File: config.mk
export PLATFORM = sky130hd
export DESIGN_NAME = lsd_host_flat
export DESIGN_NICKNAME = d
export VERILOG_FILES = /design/src/rtl/lsd_pkg.sv /design/src/rtl/lsd_if.sv /design/src/rtl/lsd_host.sv /design/src/flat_wrapper.sv
export SDC_FILE = /design/constraint.sdc
export NUM_CORES = 1
export LEC_CHECK = 0
export ABC_CLOCK_PERIOD_IN_PS = 2700
export CAP_MARGIN = 0
export CORE_UTILIZATION = 63
export CTS_CLUSTER_SIZE = 25
export DETAILED_ROUTE_END_ITERATION = 16
export DONT_BUFFER_PORTS = 1
export PLACE_DENSITY = 0.76
export SYNTH_ARGS = -nofsm -noshare
export SYNTH_HDL_FRONTEND = slang
export SYNTH_SLANG_ARGS = --single-unit
File: constraint.sdc
create_clock -name clock -period 2.7 [get_ports clock]
set_clock_uncertainty 0.05 [all_clocks]
set_input_delay 0.54 -clock clock [delete_from_list [all_inputs] [get_ports clock]]
set_output_delay 0.54 -clock clock [all_outputs]
set_load 0.05 [all_outputs]
File: src/rtl/lsd_pkg.sv
// constants shared by the led sink driver device end and its host end
// assumes one 40 MHz system clock shared by both ends
package lsd_pkg;
    localparam int          CLK_PERIOD_NS   = 25;
    localparam int          NUM_CH          = 8;
    localparam int          KEY_LEN         = 5;
    // mode keys: enable_mode_pin_n and latch_mode_pin, cycle 1 in bit 0
    localparam logic [4:0]  KEY_EN_N        = 5'h1d;  // H L H H H
    localparam logic [4:0]  KEY_LE_ENTER    = 5'h08;  // L L L H L
    localparam logic [4:0]  KEY_LE_RESUME   = 5'h00;  // L L L L L
    localparam int          EN_LOW_MIN_CYC  = 2;
    localparam int          RESTART_CYC     = 3;
    localparam int          DETECT_TIME_NS  = 2000;
    localparam int          DETECT_CYC      = (DETECT_TIME_NS + CLK_PERIOD_NS - 1) / CLK_PERIOD_NS;
    localparam logic [7:0]  ALL_ON          = 8'hff;
    // host command codes
    localparam logic [1:0]  CMD_WRITE       = 2'h0;
    localparam logic [1:0]  CMD_DETECT      = 2'h1;
    localparam logic [1:0]  CMD_BLANK       = 2'h2;
endpackage

File: src/rtl/lsd_if.sv
// pin bundle between the led sink driver and its host
// assumes both ends run on the same clock
`timescale 1ns/1ps
interface lsd_if (
    input wire logic clock
);
    logic serial_in;
    logic serial_out;
    logic latch_mode_pin;
    logic enable_mode_pin_n;
    modport device (input clock, input serial_in, input latch_mode_pin, input enable_mode_pin_n, output serial_out);
    modport host   (input clock, output serial_in, output latch_mode_pin, output enable_mode_pin_n, input serial_out);
endinterface

File: src/rtl/lsd_host.sv
// host end: sends frames, mode keys, detection run, and reads results
// assumes device end on the same clock; commands buffered two deep
`timescale 1ns/1ps
module lsd_host
    import lsd_pkg::*;
(
    lsd_if.host                     pins,
    input  wire logic               reset,
    input  wire logic               cmd_valid,
    output logic                    cmd_ready,
    input  wire logic [1:0]         cmd_op,
    input  wire logic [7:0]         cmd_data,
    output logic                    res_valid,
    input  wire logic               res_ready,
    output logic      [7:0]         res_data
);
    import lsd_pkg::*;

    typedef enum logic [5:0] {
        LSH_IDLE  = 6'b000001,
        LSH_SHIFT = 6'b000010,
        LSH_LATCH = 6'b000100,
        LSH_ENABLE= 6'b001000,
        LSH_KEY   = 6'b010000,
        LSH_READ  = 6'b100000
    } lsh_state_t;

    lsh_state_t         st_q;
    logic [9:0]         buf_q [2];
    logic [1:0]         cnt_q;
    logic               wr_q;
    logic               rd_q;
    logic [7:0]         data_q;
    logic [1:0]         op_q;
    logic [7:0]         cyc_q;
    logic [2:0]         key_q;
    logic               sin_q;
    logic               le_q;
    logic               en_n_q;
    logic               res_v_q;
    logic [7:0]         res_q;

    ////////////////////////////////////////////////////////////////////////
    // two-entry command buffer, stalls the source when full
    wire logic take = st_q == LSH_IDLE && cnt_q != 2'h0 && !res_v_q;
    wire logic push = cmd_valid && cmd_ready;
    assign cmd_ready = cnt_q != 2'h2;

    always_ff @(posedge pins.clock) begin
        if (reset) begin
            cnt_q <= 2'h0;
            wr_q  <= 1'b0;
            rd_q  <= 1'b0;
        end else begin
            if (push) begin
                buf_q[wr_q] <= {cmd_op, cmd_data};
                wr_q        <= ~wr_q;
            end
            if (take) begin
                rd_q <= ~rd_q;
            end
            cnt_q <= cnt_q + 2'(push) - 2'(take);
        end
    end

    ////////////////////////////////////////////////////////////////////////
    // write: shift 8, latch, enable five cycles; detect: key, all-ones frame,
    // enable for the detection time, read results, resume key
    always_ff @(posedge pins.clock) begin
        if (reset) begin
            st_q    <= LSH_IDLE;
            cyc_q   <= 8'h00;
            key_q   <= 3'h0;
            data_q  <= 8'h00;
            op_q    <= CMD_WRITE;
            sin_q   <= 1'b0;
            le_q    <= 1'b0;
            en_n_q  <= 1'b1;
            res_v_q <= 1'b0;
            res_q   <= 8'h00;
        end else begin
            if (res_v_q && res_ready) begin
                res_v_q <= 1'b0;
            end
            case (st_q)
                LSH_IDLE: begin
                    le_q   <= 1'b0;
                    en_n_q <= 1'b1;
                    if (take) begin
                        op_q   <= buf_q[rd_q][9:8];
                        data_q <= buf_q[rd_q][7:0];
                        cyc_q  <= 8'h00;
                        key_q  <= 3'h0;
                        st_q   <= (buf_q[rd_q][9:8] == CMD_DETECT) ? LSH_KEY : LSH_SHIFT;
                    end
                end
                LSH_KEY: begin
                    // keys sent in pairs, never two alike
                    en_n_q <= KEY_EN_N[key_q];
                    le_q   <= (op_q == CMD_DETECT) ? KEY_LE_ENTER[key_q] : KEY_LE_RESUME[key_q];
                    key_q  <= key_q + 3'h1;
                    if (key_q == 3'(KEY_LEN - 1)) begin
                        st_q <= (op_q == CMD_DETECT) ? LSH_SHIFT : LSH_IDLE;
                        if (op_q == CMD_DETECT) begin
                            data_q <= ALL_ON;
                        end
                    end
                end
                LSH_SHIFT: begin
                    le_q   <= 1'b0;
                    en_n_q <= 1'b1;
                    sin_q  <= data_q[7];
                    data_q <= {data_q[6:0], 1'b0};
                    cyc_q  <= cyc_q + 8'h01;
                    if (cyc_q == 8'(NUM_CH - 1)) begin
                        st_q <= LSH_LATCH;
                    end
                end
                LSH_LATCH: begin
                    le_q  <= 1'b1;
                    cyc_q <= 8'h00;
                    st_q  <= (op_q == CMD_BLANK) ? LSH_IDLE : LSH_ENABLE;
                end
                LSH_ENABLE: begin
                    le_q   <= 1'b0;
                    en_n_q <= 1'b0;
                    cyc_q  <= cyc_q + 8'h01;
                    // clock never stops here, so holds by construction
                    // enable stays low for exactly the count, one cycle over DETECT_CYC in detection
                    if (cyc_q == 8'((op_q == CMD_DETECT) ? DETECT_CYC + 1 : EN_LOW_MIN_CYC + RESTART_CYC)) begin
                        en_n_q <= 1'b1;
                        cyc_q  <= 8'h00;
                        st_q   <= (op_q == CMD_DETECT) ? LSH_READ : LSH_IDLE;
                    end
                end
                LSH_READ: begin
                    cyc_q <= cyc_q + 8'h01;
                    // device loads results on the first high edge; top bit stands from its falling edge
                    if (cyc_q >= 8'h01) begin
                        res_q <= {res_q[6:0], pins.serial_out};
                    end
                    if (cyc_q == 8'(NUM_CH)) begin
                        res_v_q <= 1'b1;
                        op_q    <= CMD_WRITE;
                        key_q   <= 3'h0;
                        st_q    <= LSH_KEY;  // resume after all bits
                    end
                end
                default: st_q <= LSH_IDLE;
            endcase
        end
    end

    assign pins.serial_in        = sin_q;
    assign pins.latch_mode_pin    = le_q;
    assign pins.enable_mode_pin_n = en_n_q;
    assign res_valid             = res_v_q;
    assign res_data              = res_q;
endmodule

File: src/flat_wrapper.sv
// flat-port wrapper written by rule: the top's interface ports become plain ports
module lsd_host_flat import lsd_pkg::*;
  (reset, cmd_valid, cmd_ready, cmd_op, cmd_data, res_valid, res_ready, res_data, clock, pins_serial_in, pins_latch_mode_pin, pins_enable_mode_pin_n, pins_serial_out);
  lsd_if pins_i (.clock(clock));
  input  wire logic reset;
  input  wire logic cmd_valid;
  output logic cmd_ready;
  input  wire logic [1:0] cmd_op;
  input  wire logic [7:0] cmd_data;
  output logic res_valid;
  input  wire logic res_ready;
  output logic      [7:0] res_data;
  input wire logic clock;
  output wire logic [$bits(pins_i.serial_in)-1:0] pins_serial_in;
  output wire logic [$bits(pins_i.latch_mode_pin)-1:0] pins_latch_mode_pin;
  output wire logic [$bits(pins_i.enable_mode_pin_n)-1:0] pins_enable_mode_pin_n;
  input wire logic [$bits(pins_i.serial_out)-1:0] pins_serial_out;
  assign pins_serial_in = pins_i.serial_in;
  assign pins_latch_mode_pin = pins_i.latch_mode_pin;
  assign pins_enable_mode_pin_n = pins_i.enable_mode_pin_n;
  assign pins_i.serial_out = pins_serial_out;
  lsd_host u_core (.pins(pins_i), .reset(reset), .cmd_valid(cmd_valid), .cmd_ready(cmd_ready), .cmd_op(cmd_op), .cmd_data(cmd_data), .res_valid(res_valid), .res_ready(res_ready), .res_data(res_data));
endmodule
### After elaboration in Yosys (flattened, before gate mapping)

Memory sizes are Yosys's and may differ from the RTL's. A register that Yosys moved wholly into a read port is not among the register bits.
Cells that the tools add are included.

| word-level totals | value |
|---|---|
| register bits after elaboration | 43 |
| memory bits (writable) | 20 |
| memory bits (read-only) | 24 |
| input port bits | 15 |
| output and inout bits | 13 |
| logic and storage cells | 111 |
| memories kept | 4 |

| cells by class | value |
|---|---|
| add/subtract/negate cells | 4 |
| order comparisons | 2 |
| equal/unequal tests | 20 |
| multiplexer cells | 45 |
| bitwise logic cells | 2 |
| reduce and logical (&&, ||, !) cells | 21 |

Memories:

| name | depth | bits a word | rd ports | clocked after memory_dff | wr ports | line | source |
|---|---|---|---|---|---|---|---|
| u_core.buf_q | 2 | 10 | 1 | 1 | 1 | lsd_host.sv:29 | `logic [9:0] buf_q [2];` |
| (no name shown) | 8 | 1 | 1 | 1 | 0 | lsd_host.sv:99 | `en_n_q <= KEY_EN_N[key_q];` |
| (no name shown) | 8 | 1 | 1 | 1 | 0 | lsd_host.sv:100 | `le_q <= (op_q == CMD_DETECT) ? KEY_LE_ENTER[key_q] : KEY_LE_RESUME[key_q];` |
| (no name shown) | 8 | 1 | 1 | 1 | 0 | lsd_host.sv:100 |  |

Operators with widths:

| operator | count |
|---|---|
| $mux W8 | 5 |
| $mux W6 | 6 |
| $pmux W6 S6 | 1 |
| $pmux W8 S4 | 1 |
| $mux W3 | 8 |
| $pmux W8 S3 | 1 |
| $mux W1 | 13 |
| $ne A2 B1 Y1 const B | 6 |
| $reduce_bool A3 Y1 | 4 |
| $pmux W3 S3 | 1 |
| $add A8 B1 Y8 const B | 1 |
| $eq A8 B3 Y1 const B | 1 |
| $eq A8 B4 Y1 const B | 1 |
| $eq A8 B8 Y1 | 1 |
| $ge A8 B1 Y1 const B | 1 |
| $mux W7 | 1 |
| $eq A6 B1 Y1 const B | 1 |
| $eq A6 B2 Y1 const B | 1 |
| $eq A6 B3 Y1 const B | 1 |
| $eq A6 B4 Y1 const B | 1 |
| $eq A6 B5 Y1 const B | 1 |
| $eq A6 B6 Y1 const B | 1 |
| $mux W2 | 3 |
| $pmux W1 S3 | 2 |
| other kinds (22) | 31 |

### Depth between registers and ports, before layout

Gate-level depths: netlist of the first run.

| logic depth | value |
|---|---|
| depth after elaboration | 7 |
| depth in mapped cells | 10 |
| gate-level depth less buffers | 9 |

### Worst setup path after synthesis of the first run

OpenSTA, ideal clock, no wires.

| timing | value |
|---|---|
| path type | in2reg |
| start point | input port reset |
| end point | memory u_core.buf_q[0][0], enable pin |
| library setup time | 390 ps |
| data arrival time | 1717 ps |
| data required time | 2260 ps |
| path slack | 543 ps |
| cell stages on the path | 3 |
| buffers on the path | 2 |
| path through | clkbuf_1 -> clkbuf_1 -> nor3_1 |

| between the ends | value |
|---|---|
| word-level cells in the longest chain between the ends | 2 |

RTL lines:

| element | line | source |
|---|---|---|
| from (decl) | flat_wrapper.sv:5 | `input wire logic reset;` |
| $mux W1 | lsd_host.sv:50 | `if (reset) begin` |
| $mux W1 (implied by the code) | lsd_host.sv:56 | `buf_q[wr_q] <= {cmd_op, cmd_data};` |
| to (decl) | lsd_host.sv:29 |  |

No other way between the ends.

### Final worst setup path of the first run

| timing | value |
|---|---|
| start point | register u_core.st_q[3] |
| end point | register u_core.cnt_q[1] |

| between the ends | value |
|---|---|
| word-level cells in the longest chain between the ends | 4 |

RTL lines:

| element | line | source |
|---|---|---|
| from (decl) | lsd_host.sv:28 | `lsh_state_t st_q;` |
| from (signal assigned) | lsd_host.sv:94 | `st_q <= (buf_q[rd_q][9:8] == CMD_DETECT) ? LSH_KEY : LSH_SHIFT;` |
| from (signal assigned) | lsd_host.sv:103 | `st_q <= (op_q == CMD_DETECT) ? LSH_SHIFT : LSH_IDLE;` |
| from (signal assigned) | lsd_host.sv:122 | `st_q <= (op_q == CMD_BLANK) ? LSH_IDLE : LSH_ENABLE;` |
| $eq A6 B1 Y1 | lsd_host.sv:45 | `wire logic take = st_q == LSH_IDLE && cnt_q != 2'h0 && !res_v_q;` |
| $logic_and A1 B1 Y1 (2 in a row) | lsd_host.sv:45 |  |
| via u_core.take | lsd_host.sv:45 |  |
| $sub A2 B1 Y2 | lsd_host.sv:62 | `cnt_q <= cnt_q + 2'(push) - 2'(take);` |
| to (signal assigned) | lsd_host.sv:62 |  |
| to (decl) | lsd_host.sv:30 | `logic [1:0] cnt_q;` |

The timed path passes the listed nets, and every way through them passes these cells.
A chain may end at the register's enable or synchronous reset.

==> flow_summary.json, run 1 <==
{
  "rsz0062_at_grt": "no",
  "p_total_uw": 3530,
  "area_delta_synth_final_pct": 7.36,
  "synth_compound_area_share_pct": 13.7,
  "clk_pin_slew_ns": 0.07,
  "ant_nets": 0,
  "place_hpwl_mm": 4.23,
  "insertion_delay_ns": 0.33,
  "path_max_fanout": 11,
  "synth_edf_count": 20,
  "worst_pin_slew_ns": 0.824,
  "dr.pass1.iters": 4,
  "nNetsFinal": 342,
  "grt_util_all_layers_pct": 25.6,
  "syn_inst": 318,
  "viasPerCell": 5.92,
  "finalSetupViolations": 0,
  "cts_resized": 0,
  "syn-num-nets": 340,
  "antenna_found_initial": 0,
  "dieArea_um2": 5280,
  "hold_buffers": 0,
  "place_congestion": 0.898,
  "period_share_pct": 87.6,
  "relSlewSlack_pct": 44.8,
  "clock_path_buffers": 2,
  "cts_tree": "done",
  "numCtsBuffers": 9,
  "postCtsSetupBuffers": 0,
  "grt-ovfl-total": 0,
  "period_minus_slack_ns": 2.36,
  "port_buffers": 0,
  "synth_xor_area_share_pct": 3.06,
  "grt_max_degree": 35,
  "synthAdderAreaFrac_pct": 2.78,
  "hold_viol": 0,
  "crit_arrival_ns": 2.54,
  "num_rows": 25,
  "htree_levels": 3,
  "synth-seq-cells": 66,
  "drc_errors": 0,
  "core_area_um2": 4750,
  "grt_pass1_vias": 2146,
  "wirelength_mm": 6.06,
  "tns_ns": 0,
  "synthFlopType": "dfxtp_1",
  "cp.required_ns": 2.88,
  "hold_depth": 1,
  "power.leakage_uw": 0.00121,
  "initialDrtViolationCount": 156,
  "muxShareOfSynthArea_pct": 6.44,
  "grt_pass1_wl_mm": 10.0,
  "p_per_area_nw_per_um2": 1050,
  "yosysUniqueCellTypes": 64,
  "io_pins": 28,
  "cts.sinks": 66,
  "cts_root_buf": "clkbuf_8",
  "diodes": 0,
  "die_x_um": 72.7,
  "endpoint_kind": "flip-flop",
  "hold_path_class": "in2reg",
  "ys_seq_area_share_pct": 48.4,
  "cp-start-kind": "flip-flop",
  "start_util_pct": 66.2,
  "vias": 2320,
  "worstRegToRegCells": 9,
  "clock.fmax_mhz": 423,
  "synth-simple-area-share_pct": 21.6,
  "cap_violations": 0,
  "synth_top_family_by_area": "simple AND/OR/NAND/NOR gates",
  "async_reset_ff_share_pct": 0,
  "fp.dieH_um": 72.7,
  "drive_gt1_share_pct": 12.0,
  "ir_drop_mv": 0.602,
  "status": "finished, final reports clean",
  "final-max-slew-violation-count": 0,
  "syn_avg_cell_area_um2": 9.89,
  "wl_per_cell_um": 15.5,
  "synth_warnings": 0,
  "syn_area_um2": 3150,
  "crit_type": "reg2reg"
}
placed cells by master (no fill, tap or decap), types with 2 or more instances in the layout:
cell and instances:
clkbuf_8 9, a21o_1 2, o22ai_1 3, nor2_1 40
nor3_1 25, nand2_1 16, a21oi_1 15, buf_4 10
o211ai_1 3, dfxtp_1 46, ha_1 7, nand4b_1 2
edfxtp_1 20, or4_1 3, nor4_1 3, nor2b_1 4
clkinv_2 3, mux2i_1 18, and3_1 2, or3_1 3
nand2b_1 4, o21ai_0 10, inv_1 10, clkinvlp_4 2
o21a_1 3, mux2_2 2, nand3_1 8, xor2_1 7
a31oi_1 4, xnor2_1 4, nand4_1 2, a22oi_1 2
synth_stat cells, types with 4 or more instances:
| cell type | n | share of area, % |
|---|---|---|
| nor3_1 | 25 | 4.0 |
| a31oi_1 | 4 | 0.80 |
| o21ai_0 | 10 | 1.6 |
| nand2b_1 | 4 | 0.80 |
| ha_1 | 7 | 2.8 |
| xnor2_1 | 4 | 1.1 |
| edfxtp_1 | 20 | 19 |
| xor2_1 | 7 | 1.9 |
| dfxtp_1 | 46 | 29 |
| nor2_1 | 40 | 4.8 |
| a21oi_1 | 15 | 2.4 |
| mux2i_1 | 18 | 5.7 |
| nor2b_1 | 4 | 0.80 |
| nand3_1 | 8 | 1.3 |
| clkbuf_1 | 8 | 0.95 |
| inv_1 | 10 | 1.2 |
| buf_2 | 7 | 1.1 |
| nand2_1 | 16 | 1.9 |
logic make-up (layout without fill, tap and decap cells):
kind of cell | after synthesis | in the layout
flops | 66 | 66
compound gates | 58 | 58
buf+inv | 29 | 36
mux | 20 | 20
fa+ha+maj | 7 | 7
simple gates | 127 | 127
xor+xnor | 11 | 11
flip-flops by register name (all words and copies together) (netlist names), named ones only:
| register | cells |
|---|---|
| u_core.key_q | 3 |
| u_core.buf_q | 20 |
| u_core.res_valid | 1 |
| u_core.pins.enable_mode_pin_n | 1 |
| u_core.cyc_q | 8 |
| u_core.rd_q | 1 |
| u_core.res_data | 8 |
| u_core.op_q | 2 |
| u_core.pins.serial_in | 1 |
| u_core.cnt_q | 2 |
| u_core.data_q | 8 |
| u_core.wr_q | 1 |
| u_core.pins.latch_mode_pin | 1 |
| u_core.st_q | 6 |
metrics by stage:
stage	util, %	setup slack, ns	cells	instance area, um2	hold WS (ns)
final	71.0	0.336	392	3380	0.225
after global routing	71.0	0.131	392	3380	0.198
after CTS	71.0	0.357	392	3380	0.206
after detailed placement	67.6	0.367	376	3220	0.398
after global placement	67.6	0.402	376	3220	0.392
after floorplan	-	0.543	318	3150	0.379
area by class of cell:
type	instances	area, um2
flip-flops and latches	66	1520
clock buffers	10	128
well taps	67	83.8
repair buffers	10	75.1
inverters	10	37.5
multi-input cells	223	1500
clock inverters	6	33.8
fillers	397	1380
per-layer routing:
| layer | GRT usage, % | part of all wire [%] | vias up |
|---|---|---|---|
| li1 | - | - | 1155 |
| met1 | 35.1 | 46 | 1085 |
| met2 | 37.2 | 47 | 66 |
| met3 | 7.32 | 4.8 | 14 |
| met4 | 12.6 | 2.3 | 0 |
| met5 | 0 | 0 | - |
power breakdown:
part	leakage, uW	switching [uW]	internal, uW
combinational	0.000573	872	625
sequential	0.000558	159	1190
clock	0.0000795	358	325
total	0.00121	1390	2140
critical path, stage by stage (launching register included):
cell and delay [ns]:
dfxtp_1 0.45, nor4_4 0.43, nand2_1 0.17, nor2_1 0.31, ha_1 0.29, inv_1 0.05
ha_1 0.15, xor2_1 0.18, xnor2_1 0.13, nor2_1 0.05
path summary, 6_finish.rpt:
check        slack (ns)                           from                                      end
max reg2reg        0.34    u_core.st_q[3]$_SDFFE_PP0P_               u_core.cnt_q[1]$_SDFF_PP0_
min                0.23                          reset  u_core.pins.latch_mode_pin$_SDFFE_PP0P_
max                0.34    u_core.st_q[3]$_SDFFE_PP0P_               u_core.cnt_q[1]$_SDFF_PP0_
min reg2reg        0.41  u_core.data_q[7]$_SDFFE_PP0P_       u_core.pins.serial_in$_SDFFE_PP0P_
No activity file was read; power rests on OpenSTA's default activity.
==> inputs of run 2 (changes only) <==
Settings changed: ABC_CLOCK_PERIOD_IN_PS 2700 to 2300, BUFFER_PORTS_ARGS from default to -buffer_cell sky130_fd_sc_hd__buf_4, CORE_UTILIZATION 63 to 59, CTS_CLUSTER_DIAMETER from default to 40, DONT_BUFFER_PORTS 1 to default.
Clock period 2.7 ns to 2.3 ns, I/O delays scaled along.
==> run 2 against run 1 <==
  * Wire length up 12%
  * First-iteration DRC count is 60% higher
  * Register-to-register slack worse by 0.30 ns
  * Total power up 30%
  * Highest routed layer unchanged
  * Flip-flop and latch count unchanged
  * Combinational power is 35% higher
  * Global-route usage fell by 0.13 points
  * Clock power rose by 49%
  * Critical path depth decreased by 4
  * Die area rose by 6.6%
==> flow_summary.json, run 2 (synthesized netlist as in run 1, its figures left out) <==
{
  "nFillCells": 373,
  "regMostFlops": "u_core.buf_q",
  "status": "finished, final reports clean",
  "initialDrtViolationCount": 249,
  "numCtsBuffers": 9,
  "cts_root_buf": "clkbuf_8",
  "antenna_found_initial": 0,
  "p_per_area_nw_per_um2": 1220,
  "diodes": 0,
  "power.leakage_uw": 0.00145,
  "final_common_cell": "buf_4",
  "grt_util_all_layers_pct": 25.5,
  "grt_pass1_wl_mm": 10.6,
  "hold_depth": 1,
  "hp-start": "cmd_data[5]",
  "slowest_delay_ns": 0.58,
  "place_congestion": 0.933,
  "grt_use_met2_pct": 40.8,
  "fin_util_pct": 73.4,
  "largest_reg_flops": 20,
  "hold_buffers": 0,
  "start_util_pct": 61.6,
  "cts.sinks": 66,
  "crit_buf_inv": 0,
  "grt-ovfl-total": 0,
  "drive_gt1_share_pct": 22.3,
  "fp.dieH_um": 75.0,
  "ant_nets": 0,
  "final-max-slew-violation-count": 0,
  "hold_viol": 0,
  "wirelength_mm": 6.81,
  "dr.pass1.iters": 4,
  "worst_pin_slew_ns": 0.712,
  "crit_arrival_ns": 2.45,
  "cp-start-kind": "flip-flop",
  "vias": 2501,
  "wl_per_cell_um": 15.6,
  "dieArea_um2": 5630,
  "core_area_um2": 5110,
  "endpoint_kind": "flip-flop",
  "io_pins": 28,
  "die_x_um": 75.0,
  "cp_top_family": "compound AO/OA/AOI/OAI gates",
  "finalSetupViolations": 0,
  "top_usage_layer": "met2",
  "period_minus_slack_ns": 2.26,
  "grt_max_degree": 24,
  "relSlewSlack_pct": 52.3,
  "place_hpwl_mm": 4.79,
  "reg2reg_from": "u_core.st_q[4]$_SDFFE_PP0P_",
  "htree_levels": 3,
  "path_depth": 5,
  "whs_ns": 0.260,
  "crit_chain": "nor3_1, nand3_1, a31oi_1, and4b_4, a2111oi_2",
  "area_delta_synth_final_pct": 19.2,
  "crit_type": "reg2reg",
  "drc_errors": 0,
  "nNetsFinal": 384,
  "worstRegToRegCells": 5,
  "cts_tree": "done",
  "port_buffers": 27,
  "viasPerCell": 5.72,
  "met1_usage_pct": 33.4,
  "critPathSlowestCell": "a31oi_1",
  "grtUsageMet3_pct": 5.62,
  "cp.required_ns": 2.49,
  "cap_violations": 0,
  "insertion_delay_ns": 0.33,
  "hold_path_class": "in2reg",
  "ir_drop_mv": 0.619,
  "period_share_pct": 98.3,
  "path_max_fanout": 11,
  "cp-startpoint": "u_core.st_q[4]$_SDFFE_PP0P_",
  "clock_path_buffers": 2,
  "grt_pass1_vias": 2377,
  "layout_common_cells": "buf_4 (52), dfxtp_1 (46), nor2_1 (39), nor3_1 (25), edfxtp_1 (20)",
  "clk_pin_slew_ns": 0.07,
  "clock.fmax_mhz": 442,
  "num_rows": 26
}
==> run 2: changes by cell type in the layout (fill, tap and decap cells not counted), moves of 2 or more <==
cell,change
buf_4,+42
clkinvlp_4,-2
bufinv_16,+2
clkinv_2,-2
clkbuf_1,+3
==> run 2: what timing repair did <==
item,4_1_cts,5_1_grt
setup buffers,0,1
resized for setup,0,4
hold endpoints to repair,0,0
endpoints found under the setup margin,0,10
==> run 2: final cells by class <==
| class | instances | area [um2] | share of cell area, % |
|---|---|---|---|
| clock inverters | 3 | 65.1 | 1.74 |
| flip-flops and latches | 66 | 1520 | 40.6 |
| inverters | 10 | 37.5 | 1.00 |
| clock buffers | 13 | 139 | 3.70 |
| repair buffers | 52 | 390 | 10.4 |
| multi-input cells | 223 | 1510 | 40.2 |
| well taps | 70 | 87.6 | 2.34 |
==> run 2: through the flow <==
step / TNS (ns) / cell area [um2] / setup WS, ns / instances / power (uW)
finish: 0 / 3750 / 0.0397 / 437 / 4590
floorplan: 0 / 3150 / 0.144 / 318 / 3000
global route: -0.00283 / 3750 / -0.00176 / 437 / 4860
CTS: 0 / 3730 / 0.0576 / 436 / 4530
global placement: 0 / 3530 / 0.131 / 420 / 3490
detailed placement: 0 / 3530 / 0.115 / 420 / 3500
==> run 2: routing by layer <==
| metal | up-vias | part of all wire [%] |
|---|---|---|
| met5 | - | 0 |
| met4 | 0 | 1.5 |
| met3 | 15 | 5.7 |
| met2 | 82 | 48 |
| met1 | 1173 | 44 |
| li1 | 1231 | - |
==> run 2: final timing paths <==
kind / slack, ns / endpoint
setup reg to reg: 0.04 / u_core.st_q[4]$_SDFFE_PP0P_
hold / removal: 0.26 / u_core.buf_q[0][5]$_DFFE_PP_
setup / recovery: 0.04 / u_core.st_q[4]$_SDFFE_PP0P_
hold reg to reg: 0.43 / u_core.pins.serial_in$_SDFFE_PP0P_
==> run 2: report_power, final <==
group / internal [uW] / switching (uW)
logic: 867 / 1160
clock network: 611 / 411
registers: 1400 / 148
==> inputs of run 3 (changes only) <==
Settings changed: CORE_ASPECT_RATIO from default to 1.5, SLEW_MARGIN from default to 5.
==> run 3 against run 2 <==
  * Utilization decreased by 0.10 points
  * Combinational power about the same
  * Worst setup slack better by 0.053 ns
  * Flip-flop and latch count unchanged
  * Count of clock-buffer cells in the layout shrank 2
==> flow_summary.json, run 3 (synthesized netlist as in run 1, its figures left out) <==
{
  "rsz0062_at_grt": "no",
  "period_share_pct": 96.0,
  "worstRegToRegCells": 5,
  "postCtsSetupBuffers": 0,
  "clock_path_buffers": 2,
  "core_area_um2": 5120,
  "grt_max_degree": 21,
  "crit_type": "reg2reg",
  "clk_pin_slew_ns": 0.08,
  "endpoint_kind": "flip-flop",
  "cts_tree": "done",
  "wirelength_mm": 6.94,
  "power.leakage_uw": 0.00145,
  "drc_errors": 0,
  "place_hpwl_mm": 4.95,
  "hold_viol": 0,
  "diodes": 0,
  "vias": 2548,
  "final_common_cell": "buf_4",
  "cp.required_ns": 2.49,
  "antenna_found_initial": 0,
  "grt_pass1_vias": 2486,
  "cts_root_buf": "clkbuf_8",
  "grt-ovfl-total": 0,
  "dieArea_um2": 5630,
  "layout_common_cells": "buf_4 (51), dfxtp_1 (43), nor2_1 (39), nor3_1 (25), edfxtp_1 (20)",
  "hp-start": "cmd_data[5]",
  "viasPerCell": 5.87,
  "port_buffers": 27,
  "initialDrtViolationCount": 207,
  "reg2reg_slack_ns": 0.09,
  "drive_gt1_share_pct": 23.5,
  "worst_pin_slew_ns": 0.506,
  "grt_pass1_wl_mm": 11.4,
  "cap_violations": 0,
  "p_per_area_nw_per_um2": 1240,
  "finalSetupViolations": 0,
  "cts.sinks": 66,
  "crit_arrival_ns": 2.39,
  "wl_per_cell_um": 16.0,
  "tns_ns": 0,
  "insertion_delay_ns": 0.34,
  "nNetsFinal": 383,
  "regMostFlops": "u_core.buf_q",
  "numCtsBuffers": 9,
  "num_rows": 32,
  "final-max-slew-violation-count": 0,
  "pre_cts_ws_ns": 0.130,
  "ir_drop_mv": 0.898,
  "hold_depth": 1,
  "largest_reg_flops": 20,
  "status": "finished, final reports clean",
  "clock.fmax_mhz": 453,
  "area_delta_synth_final_pct": 19.5,
  "dr.pass1.iters": 4,
  "start_util_pct": 61.4,
  "hold_path_end": "u_core.buf_q[0][5]$_DFFE_PP_",
  "cts_resized": 0,
  "reg2reg_from": "u_core.st_q[2]$_SDFFE_PP0P_",
  "die_x_um": 61.6,
  "place_congestion": 0.865,
  "htree_levels": 3,
  "fp.dieH_um": 91.4,
  "cp-start-kind": "flip-flop",
  "io_pins": 28,
  "hold_buffers": 0,
  "path_max_fanout": 9,
  "grt_util_all_layers_pct": 28.1,
  "timing.final.ws_setup_ns": 0.0930,
  "relSlewSlack_pct": 66.1,
  "period_minus_slack_ns": 2.21,
  "ant_nets": 0,
  "hold_path_class": "in2reg"
}
## run 3: metrics by stage
stage / hold slack (ns) / power [uW] / cells / cell area, um2 / utilization, %
global placement: 0.395 / 3490 / 418 / 3520 / 68.8
global route: 0.231 / 4950 / 434 / 3760 / 73.3
CTS: 0.235 / 4630 / 434 / 3740 / 73.0
detailed placement: 0.401 / 3540 / 418 / 3520 / 68.8
finish: 0.250 / 4650 / 434 / 3760 / 73.3
floorplan: 0.379 / 3000 / 318 / 3150 / -
## run 3: routing by layer
layer | global-route usage (%) | vias to the layer above | wire length [um]
met5 | 0 | - | 0
met4 | 17.8 | 0 | 276
met3 | 5.98 | 26 | 287
met2 | 45.9 | 69 | 3710
met1 | 31.8 | 1218 | 2670
li1 | - | 1235 | -
## run 3: how the worst max path moves through the flow
stage / start / endpoint / slack (ns) / cells after the start
after CTS: u_core.cyc_q[0]$_SDFFE_PP0P_ / flip-flop / 0.09 / 8
after floorplan: u_core.st_q[0]$_SDFFE_PP1P_ / flip-flop / 0.14 / 6
final: u_core.st_q[2]$_SDFFE_PP0P_ / flip-flop / 0.09 / 5
after global placement: u_core.st_q[2]$_SDFFE_PP0P_ / flip-flop / 0.17 / 5
after global routing: u_core.st_q[2]$_SDFFE_PP0P_ / u_core.st_q[4]$_SDFFE_PP0P_ / 0.002 / 5
after detailed placement: u_core.st_q[2]$_SDFFE_PP0P_ / flip-flop / 0.13 / 5
## run 3: area by class of cell
type                       count  area [um2]
timing repair buffer          51         383
tap                           68        85.1
clock buffer                  11         141
fill                         408        1370
sequential                    66        1530
multi-input combinational    223        1510
inverter                      10        37.5
clock inverter                 5        77.6
## run 3: power by group
part	internal, uW	total [uW]	switching, uW
combinational	879	2020	1140
sequential	1400	1560	164
clock	637	1070	437
## run 3: critical path, stage by stage (launching register included)
cell and delay [ns]:
dfxtp_1 0.41, or4_4 0.55, a311o_1 0.38, and2_4 0.20, a311oi_4 0.30, and3b_1 0.21
